`src/logic/flash_link_pkg.sv`:
```
// Shared constants for the serial flash link: opcodes, layouts, reset values
package flash_link_pkg;
    localparam int byte_bits = 8;
    localparam int addr_bits = 24;
    localparam int bit_count_bits = 3;
    localparam logic [7:0] op_read = 8'h03;
    localparam logic [7:0] op_read_id = 8'h90;
    localparam logic [7:0] op_read_status = 8'h05;
    localparam logic [7:0] op_write_enable = 8'h06;
    localparam logic [7:0] status_write_cmd = 8'h01;
    localparam logic [23:0] id_addr_maker = 24'h00_0000;
    localparam logic [23:0] id_addr_part = 24'h00_0001;
    localparam int lock_pos = 7;
    localparam int level_hi_pos = 3;
    localparam int level_lo_pos = 2;
    localparam logic [1:0] level_reset = 2'h3;
    localparam logic lock_reset = 1'h0;
    localparam logic [23:0] sector_bytes = 24'h00_1000;
    localparam logic [23:0] block_bytes = 24'h00_8000;
    localparam logic [23:0] array_bytes = 24'h01_0000;
    localparam logic [23:0] quarter_base = 24'h00_C000;
    localparam logic [23:0] half_base = 24'h00_8000;
    localparam int sck_div = 4;
    localparam logic [1:0] level_none = 2'h0;
    localparam logic [1:0] level_quarter = 2'h1;
    localparam logic [1:0] level_half = 2'h2;
    // Host control register offsets (byte addresses)
    localparam logic [3:0] reg_ctrl = 4'h0;
    localparam logic [3:0] reg_tx = 4'h4;
    localparam logic [3:0] reg_rx = 4'h8;
    localparam logic [3:0] reg_stat = 4'hC;
    localparam int ctrl_start_pos = 0;
    localparam int ctrl_sel_pos = 1;
    localparam int ctrl_pause_pos = 2;
    localparam int ctrl_wp_pos = 3;
    localparam int ctrl_mode3_pos = 4;
    localparam logic [7:0] ctrl_reset = 8'h0E;
endpackage

```
`src/logic/flash_link_if.sv`:
```
// Four-wire serial link plus pause and write-protect lines
`timescale 1ns/1ps
interface flash_link_if;
    logic sck;
    logic sel_b;
    logic mosi;
    logic pause_b;
    logic wp_b;
    logic miso_o;
    logic miso_oe_b;
    logic miso;
    assign miso = miso_oe_b ? 1'b1 : miso_o;
    modport flash (input sck, input sel_b, input mosi, input pause_b, input wp_b,
        output miso_o, output miso_oe_b);
    modport host (output sck, output sel_b, output mosi, output pause_b, output wp_b,
        input miso);
endinterface

```
`src/logic/flash_end.sv`:
```
// Flash-side serial front end: command capture, id read, status protection, pause
// Notes on behaviour
// - Sample input bits on rising clock edge
// - Launch output bits after falling clock edge
// - Select only on falling select edge
// - Host keeps select low whole command
// - Works in mode 0 and mode 3
// - Id bytes at id addresses 0, 1
// - Array split in 4K sectors, 32K blocks
// - Pause only while selected
// - Pause entry during clock low phase
// - Pause exit during clock low phase
// - Paused: output off, inputs ignored
// - Pause freezes sequence state
// - Select high while paused resets interface
// - Host releases pause with select low
// - Status write refused on wp low, lock
// - Level bits and lock guard writes
// - Level decode; levels set after reset
// - Lock clear at reset; locked bits frozen
// - Early select rise aborts command
// - Eight-bit cycles, MSB first
//
// Register access over Avalon-MM and the register addresses were left to the implementer.
`timescale 1ns/1ps
module flash_end #(
    parameter logic [7:0] maker_id = 8'h5A,  // Arbitrary value
    parameter logic [7:0] part_id = 8'h21    // Arbitrary value
) (
    input wire logic clk,
    input wire logic rst_b,
    flash_link_if.flash link,
    output logic [7:0] status,
    output logic [23:0] write_addr,
    output logic write_allowed,
    output logic [11:0] sector_index,
    output logic [0:0] block_index,
    output logic paused
);
    import flash_link_pkg::*;

    typedef enum logic [3:0] {
        st_op = 4'b0001,
        st_addr = 4'b0010,
        st_data = 4'b0100,
        st_out = 4'b1000
    } phase_type;

    logic [1:0] sck_s, sel_s, mosi_s, pause_s, wp_s;
    logic sck_d, sel_d;
    phase_type phase;
    logic [2:0] bit_cnt;
    logic [1:0] byte_cnt;
    logic [7:0] shift_in, opcode, shift_out;
    logic [23:0] addr;
    logic selected, write_en_latch, lock, drive;
    logic [1:0] level;

    // Two-flop synchronisers for every pin
    always_ff @(posedge clk or negedge rst_b) begin
        if (!rst_b) begin
            sck_s <= 2'h0;
            sel_s <= 2'h3;
            mosi_s <= 2'h0;
            pause_s <= 2'h3;
            wp_s <= 2'h3;
            sck_d <= 1'b0;
            sel_d <= 1'b1;
        end else begin
            sck_s <= {sck_s[0], link.sck};
            sel_s <= {sel_s[0], link.sel_b};
            mosi_s <= {mosi_s[0], link.mosi};
            pause_s <= {pause_s[0], link.pause_b};
            wp_s <= {wp_s[0], link.wp_b};
            sck_d <= sck_s[1];
            sel_d <= sel_s[1];
        end
    end

    wire sck_v = sck_s[1];
    wire sel_b_v = sel_s[1];
    wire si_v = mosi_s[1];
    wire sel_fall = sel_d && !sel_b_v;
    wire sel_rise = !sel_d && sel_b_v;
    // Pause state follows the pin only while clock is low and selected
    wire next_paused = (!sck_v && !sel_b_v) ? !pause_s[1] : paused;
    wire active = selected && !paused && !sel_b_v;
    wire rise = active && sck_v && !sck_d;
    wire fall = active && !sck_v && sck_d;
    wire [7:0] byte_in = {shift_in[6:0], si_v};
    wire byte_done = rise && (bit_cnt == 3'h7);
    wire wp_low = !wp_s[1];
    wire status_ok = !(wp_low && lock);
    wire is_read = (opcode == op_read) || (opcode == op_read_id);
    wire [7:0] id_byte = (addr == id_addr_maker) ? maker_id :
                         (addr == id_addr_part) ? part_id : 8'h00;
    wire [7:0] load_byte = (opcode == op_read_status) ? status :
                           (opcode == op_read_id) ? id_byte : 8'h00;

    assign status = {lock, 1'b0, 2'h0, level, write_en_latch, 1'b0};
    assign link.miso_o = shift_out[7];
    assign link.miso_oe_b = !(drive && active);
    assign write_addr = addr;
    assign sector_index = addr[23:12];
    assign block_index = addr[15];
    // Protected region by level bits
    assign write_allowed = write_en_latch &&
        ((level == level_none) ||
         (level == level_quarter && addr < quarter_base) ||
         (level == level_half && addr < half_base));

    always_ff @(posedge clk or negedge rst_b) begin
        if (!rst_b) begin
            paused <= 1'b0;
        end else if (sel_b_v) begin
            paused <= 1'b0;
        end else begin
            paused <= next_paused;
        end
    end

    always_ff @(posedge clk or negedge rst_b) begin
        if (!rst_b) begin
            selected <= 1'b0;
            phase <= st_op;
            bit_cnt <= 3'h0;
            byte_cnt <= 2'h0;
            shift_in <= 8'h00;
            opcode <= 8'h00;
            addr <= 24'h00_0000;
            shift_out <= 8'h00;
            drive <= 1'b0;
        end else if (sel_b_v || sel_fall) begin
            // Rising select (even mid byte or paused) abandons the command
            selected <= sel_fall;
            phase <= st_op;
            bit_cnt <= 3'h0;
            byte_cnt <= 2'h0;
            drive <= 1'b0;
        end else if (rise) begin
            shift_in <= byte_in;
            bit_cnt <= bit_cnt + 3'h1;
            if (byte_done) begin
                unique case (phase)
                    st_op: begin
                        opcode <= byte_in;
                        if (byte_in == op_read || byte_in == op_read_id) begin
                            phase <= st_addr;
                        end else if (byte_in == op_read_status) begin
                            phase <= st_out;
                        end else begin
                            phase <= st_data;
                        end
                    end
                    st_addr: begin
                        addr <= {addr[15:0], byte_in};
                        byte_cnt <= byte_cnt + 2'h1;
                        if (byte_cnt == 2'h2) begin
                            phase <= st_out;
                        end
                    end
                    st_data, st_out: begin
                    end
                endcase
            end
        end else if (fall) begin
            if (phase == st_out && bit_cnt == 3'h0) begin
                // Reload at byte boundary; read steps the address up, id read toggles address bit 0
                shift_out <= load_byte;
                drive <= 1'b1;
                if (is_read && opcode != op_read_id) begin
                    addr <= addr + 24'h00_0001;
                end else if (opcode == op_read_id) begin
                    addr <= {addr[23:1], ~addr[0]};
                end
            end else begin
                shift_out <= {shift_out[6:0], 1'b0};
            end
        end
    end

    // Status register: lock and level commit only on whole data bytes after the opcode
    always_ff @(posedge clk or negedge rst_b) begin
        if (!rst_b) begin
            lock <= lock_reset;
            level <= level_reset;
            write_en_latch <= 1'b0;
        end else if (byte_done && phase == st_op && byte_in == op_write_enable) begin
            write_en_latch <= 1'b1;
        end else if (byte_done && phase == st_data && opcode == status_write_cmd) begin
            if (status_ok) begin
                lock <= byte_in[lock_pos];
                level <= {byte_in[level_hi_pos], byte_in[level_lo_pos]};
            end
            write_en_latch <= 1'b0;
        end
    end
endmodule

```
`src/flat_wrapper.sv`:
```
// flat-port wrapper written by rule: the top's interface ports become plain ports
module flash_end_flat import flash_link_pkg::*;
#(
    parameter logic [7:0] maker_id = 8'h5A,                    
    parameter logic [7:0] part_id = 8'h21                      
)
  (clk, rst_b, status, write_addr, write_allowed, sector_index, block_index, paused, link_sck, link_sel_b, link_mosi, link_pause_b, link_wp_b, link_miso_o, link_miso_oe_b);
  flash_link_if link_i ();
  input wire logic clk;
  input wire logic rst_b;
  output logic [7:0] status;
  output logic [23:0] write_addr;
  output logic write_allowed;
  output logic [11:0] sector_index;
  output logic [0:0] block_index;
  output logic paused;
  input wire logic [$bits(link_i.sck)-1:0] link_sck;
  input wire logic [$bits(link_i.sel_b)-1:0] link_sel_b;
  input wire logic [$bits(link_i.mosi)-1:0] link_mosi;
  input wire logic [$bits(link_i.pause_b)-1:0] link_pause_b;
  input wire logic [$bits(link_i.wp_b)-1:0] link_wp_b;
  output wire logic [$bits(link_i.miso_o)-1:0] link_miso_o;
  output wire logic [$bits(link_i.miso_oe_b)-1:0] link_miso_oe_b;
  assign link_i.sck = link_sck;
  assign link_i.sel_b = link_sel_b;
  assign link_i.mosi = link_mosi;
  assign link_i.pause_b = link_pause_b;
  assign link_i.wp_b = link_wp_b;
  assign link_miso_o = link_i.miso_o;
  assign link_miso_oe_b = link_i.miso_oe_b;
  flash_end #(.maker_id(maker_id), .part_id(part_id)) u_core (.clk(clk), .rst_b(rst_b), .link(link_i), .status(status), .write_addr(write_addr), .write_allowed(write_allowed), .sector_index(sector_index), .block_index(block_index), .paused(paused));
endmodule
```
`config.mk`:
```
export PLATFORM = sky130hd
export DESIGN_NAME = flash_end_flat
export DESIGN_NICKNAME = d
export VERILOG_FILES = /design/src/logic/flash_link_pkg.sv /design/src/logic/flash_link_if.sv /design/src/logic/flash_end.sv /design/src/flat_wrapper.sv
export SDC_FILE = /design/constraint.sdc
export NUM_CORES = 1
export LEC_CHECK = 0
export BUFFER_PORTS_ARGS = -buffer_cell sky130_fd_sc_hd__buf_4
export CORE_UTILIZATION = 40
export DETAILED_ROUTE_END_ITERATION = 16
export PLACE_DENSITY = 0.69
export RECOVER_POWER = 100
export SETUP_SLACK_MARGIN = 0.15
export SYNTH_ARGS = -nofsm -noshare
export SYNTH_HDL_FRONTEND = slang
export SYNTH_SLANG_ARGS = --single-unit
```
`constraint.sdc`:
```
create_clock -name clk -period 3.8 [get_ports clk]
set_input_delay 0.76 -clock clk [delete_from_list [all_inputs] [get_ports clk]]
set_output_delay 0.76 -clock clk [all_outputs]
set_load 0.02 [all_outputs]
```
; Yosys cells after proc, flatten, opt, wreduce, memory -nomap -nowiden
; Index checks and enable logic that the tools add are counted.
[totals]
regBits = 75
input_bits = 7
out_inout_bits = 49
word_cells = 142
[op_classes]
n_addsub = 3
magnitude_cmp = 2
n_eq_ne = 22
n_mux = 33
n_bitwise = 5
n_reduce_logical = 56
[op_table]
columns = operator, n
row1 = $mux 24, 6
row2 = $lt 24x16->1 const B, 2
row3 = $mux 8, 4
row4 = $add 24x1->24 const B, 1
row5 = $eq 24x1->1 const B, 1
row6 = $eq 8x3->1 const B, 3
row7 = $logic_not 24->1, 1
row8 = $mux 4, 6
row9 = $logic_and 1x1->1, 20
row10 = $reduce_bool 2->1, 10
row11 = $eq 8x2->1 const B, 2
row12 = $eq 8x8->1 const B, 2
row13 = $reduce_and 3->1, 4
row14 = $reduce_and 6->1, 2
row15 = $mux 1, 9
row16 = $eq 8x1->1 const B, 1
row17 = $mux 2, 4
row18 = $ne 8x8->1 const B, 1
row19 = $pmux 4 s2, 1
row20 = $reduce_and 4->1, 2
row21 = $logic_not 1->1, 7
row22 = $mux 3, 2
row23 = $mux 6, 1
row24 = $ne 2x2->1 const B, 3
row25 = 16 further kinds, 26

; Logic depth before layout (Yosys ltp)
[depth]
word_depth = 10
depth_mapped = 8
mapped_depth_nobuf = 7

; Least setup slack after synthesis
; Ideal clock, no wire load.
[synth_timing]
path_kind = register to register
startpoint = register u_core.paused
endpoint = register u_core.opcode[0]
setup_ns = 0.125
t_arrival_ns = 2.451
setup_slack_ns = 1.224
path_stages_with_launch = 8
path_cell_list = dfrtp_1 -> or3b_1 -> buf_2 -> or3_4 -> or3_1 -> buf_2 -> nor2_2 -> mux2_2
[synth_via]
elab_chain_len = 7
[synth_lines]
columns = element, line_no
row1 = from (decl), flash_end.sv:38  ; output logic paused
row2 = from (signal assigned), flash_end.sv:118  ; paused <= next_paused;
row3 = $logic_not 1->1 (*), flash_end.sv:87  ; wire active = selected && !paused && !sel_b_v;
row4 = $logic_and 1x1->1 (*) (2 in a row), flash_end.sv:87
row5 = $logic_and 1x1->1 (*) (2 in a row), flash_end.sv:88  ; wire rise = active && sck_v && !sck_d;
row6 = $logic_and 1x1->1, flash_end.sv:91  ; wire byte_done = rise && (bit_cnt == 3'h7);
row7 = $reduce_and 4->1 (no source line) (*), n/a
row8 = to (signal assigned), flash_end.sv:146  ; opcode <= byte_in;
row9 = to (decl), flash_end.sv:54  ; logic [7:0] shift_in, opcode, shift_out;
; Mark *: on every way between the ends. The rest lies on a longest branch, timed or not.
; A chain may end at the register's enable or synchronous reset.

; Worst setup path after layout
[layout_timing]
startpoint = register u_core.addr[20] (netlist: u_core.write_addr[20])
endpoint = output write_allowed
[layout_via]
elab_chain_len = 5
[layout_lines]
columns = element, line_no
row1 = from (decl), flash_end.sv:55  ; logic [23:0] addr;
row2 = from (signal assigned), flash_end.sv:156  ; addr <= {addr[15:0], byte_in};
row3 = from (signal assigned), flash_end.sv:172  ; addr <= addr + 24'h00_0001;
row4 = from (signal assigned), flash_end.sv:174  ; addr <= {addr[23:1], ~addr[0]};
row5 = $lt 24x16->1, flash_end.sv:109  ; (level == level_quarter && addr < quarter_base) ||
row6 = $logic_and 1x1->1, flash_end.sv:109
row7 = $logic_or 1x1->1, flash_end.sv:108  ; ((level == level_none) ||
row8 = $logic_or 1x1->1 (*), flash_end.sv:109
row9 = $logic_and 1x1->1 (*), flash_end.sv:107  ; assign write_allowed = write_en_latch &&
row10 = to (decl), flat_wrapper.sv:13  ; output logic write_allowed;
; Marks and branches as above.

==> out/results.txt <==
die height = 103 µm
Clock transition at path regs = 80 ps
CTS tree = done
vias = 3588
final hold slack = 358 ps
Hold Buf Count CTS = 0
total CTS buffers = 9
Simple-Gate Fraction of Synth Area = 21.3%
Post-Synth XOR/XNOR Area = 0.638%
CP Cell Sequence = or4_1 > nor2_1 > o21ai_0 > o21ai_0 > and2_0 > buf_4
Syn Std Cell Area = 4120 µm²
final period utilization = 77.2%
starting DRC count in detailed routing = 284
DR pass1 iterations = 5
worst-path fanout max = 8
CP Capture Type = output port
Via-to-Cell Ratio = 6.01
synth warn = 0
remaining antenna violation count = 0
status = finished, violations left
number of H-tree levels = 3
total negative slack = 0 ps
most common flop cell mapped by yosys = dfrtp_1
fin. max-slew vios = 76
# Max-Cap Violations = 1
clk root buf = clkbuf_8
DR WL/cell = 17.7 µm
Synth async-reset ratio = 100%
EDFF count, synth = 0
Post-Synth Adder-Cell Area = 2.13%
count of input and output buffers = 51
Post-route DRC = 0
power density cells = 359 nW/µm²
Total Wirelength = 10.6 mm
Tmin final = 2930 ps
Gate Count Post-Synth = 436
global route overflow = 0
post-synth cell types = 58
Critical Path AT = 2170 ps
Clock Latency Late Sink = 350 ps
Antenna Cells = 0
Core ar. = 9860 µm²
failing checks = max-capacitance violations, max-slew violations
top post-synthesis cells by area = dfrtp_1, dfstp_2, o2bb2ai_1, mux2_2, nand2_1
clk sink count = 75
Worst Path Required = 3040 ps
I/O pin count = 56
Synth Area per Inst = 9.44 µm²
worst min path class = reg -> reg
Max-slew headroom = -24.0%
postcts setup bufs = 0
top cell type's share of synthesized area = 39.5%
Pleak = 1.79 nW
WS Path Type = reg -> out
Rows = 36
maximum VDD drop = 211 µV
chip width = 103 µm
GRT Total Usage = 21.2%
crit-path most repeated cell = o21ai_0
first-pass GRT wire length = 17.3 mm
Starting Density = 41.7%
hold violation count in the final report = 0
largest net degree at the start of global routing = 76
count leader, synth = dfrtp_1
CP max-delay cell = or4_1
RSZ-0062 raised after global routing = false
ratio of cells with drive above 1 in the final layout = 11.2%
die area = 10700 µm²
flops & latches, synth = 75
post-synthesis sequential area ratio = 45.9%
vias in the first global route = 3439
nets = 473
DP HPWL = 6.88 mm
clk_skew = 7.12 ps
Yosys top cell by area = dfrtp_1
# resized after CTS = 0
largest family of logic cells by synthesized area = simple AND/OR/NAND/NOR gates
mux cell area share after synthesis = 4.80%
layout overhead on the synthesized area = 9.85%
Post-synth top cells = dfrtp_1, nand2_1, nor2_1
post-synthesis compound-gate area fraction = 18.0%
Worst setup SP type = register
clock buffer depth = 2
fmax = 0.341 GHz
GPL Wtd Cong = 0.901
initial antenna violation count = 0
final setup vio count = 0
Slew @ Worst Pin = 1860 ps
Crit path largest cell delay = 540 ps
-- layer usage --
metal	vias to the layer above	part of all wire [%]	routed length (µm)	track usage, %
met3	27	7.3	772	4.84
met1	1754	42	4460	27.5
met2	168	48	5090	34.2
li1	1639	-	-	-
met4	0	2.4	252	9.10
met5	-	0	0	0
-- state kept, by name, summed over array words and instances, names as in the netlist --
register               cells
u_core.sck_s               2
u_core.write_en_latch      1
u_core.byte_cnt            2
u_core.mosi_s              2
u_core.level               2
u_core.sck_d               1
u_core.drive               1
u_core.opcode              8
u_core.wp_s                2
u_core.shift_out           8
u_core.sel_s               2
u_core.bit_cnt             3
u_core.paused              1
u_core.selected            1
u_core.pause_s             2
u_core.write_addr         24
u_core.lock                1
u_core.phase               4
u_core.shift_in            7
u_core.sel_d               1
-- layout make-up --
cell class | count | area (µm²)
inverter | 11 | 41.3
fill | 982 | 5340
timing repair buffer | 56 | 260
tap | 133 | 166
multi-input combinational | 306 | 1940
clock buffer | 9 | 124
clock inverter | 7 | 101
sequential | 75 | 1890
-- cell families (layout without fill, tap and decap cells) --
kind of cell    count (synthesis)  in the layout
mux                            18             18
buf+inv                        58             83
simple gates                  168            168
flops                          75             75
other cells                     1              4
fa+ha+maj                       7              7
xor+xnor                        3              3
compound gates                106            106
-- worst paths after layout --
| path | startpoint | endpoint | slack, ps | depth (start not counted) |
|---|---|---|---|---|
| worst min register to register | u_core.sck_s[0] | u_core.sck_s[1] | 360 | 0 |
| worst max-delay path | u_core.write_addr[20] | write_allowed | 870 | 6 |
| worst max register to register | u_core.paused | u_core.opcode[0] | 920 | 5 |
| worst min-delay path | u_core.sck_s[0] | u_core.sck_s[1] | 360 | 0 |
| min in group asynchronous | rst_b | u_core.write_addr[9] | 890 | 1 |
| max in group asynchronous | rst_b | u_core.shift_in[6] | 1800 | 1 |
-- report_power, final --
part / internal (mW) / switching [mW]
clock: 0.374 / 0.317
combinational: 0.0271 / 0.0508
sequential: 0.830 / 0.0240
total: 1.23 / 0.392
-- layout by cell type (no fill, tap or decap), drive strengths merged, types with 3 or more instances in the layout --
cell type,netlist,routed
ha,7,7
nand2b,4,4
nor4b,3,3
nand3,25,25
nor3,17,17
nand2,40,40
o211ai,9,9
o2bb2ai,23,23
and3,6,6
clkbuf,24,57
or4,4,4
nor2,31,31
nand4,9,9
a22oi,8,8
inv,11,12
mux2i,4,4
mux2,14,14
and4,7,7
dfstp,10,10
nor3b,3,3
o21ai,14,14
buf,23,8
nor4,6,6
dfrtp,65,65
a21oi,27,27
conb,1,4
a32oi,3,3
-- worst max-delay path, delay by kind of cell (launching register included) --
family                 cells  cell delay, ps
buffers and inverters      1             140
AND/OR/NAND/NOR            3             960
flip-flops                 1             460
AO/OA/AOI/OAI              2             260
-- stage by stage --
step                      cells  power, mW  worst slack, ps  utilization, %  area (µm²)
after detailed placement    581      0.952             1110            45.3        4470
after CTS                   597       1.64              856            47.6        4690
after floorplan             439      0.915             1220               -        4130
after global placement      581      0.949             1180            45.3        4470
after global routing        597       1.69              700            45.8        4520
final                       597       1.62              865            45.8        4520
No activity file was read; power rests on OpenSTA's default activity.
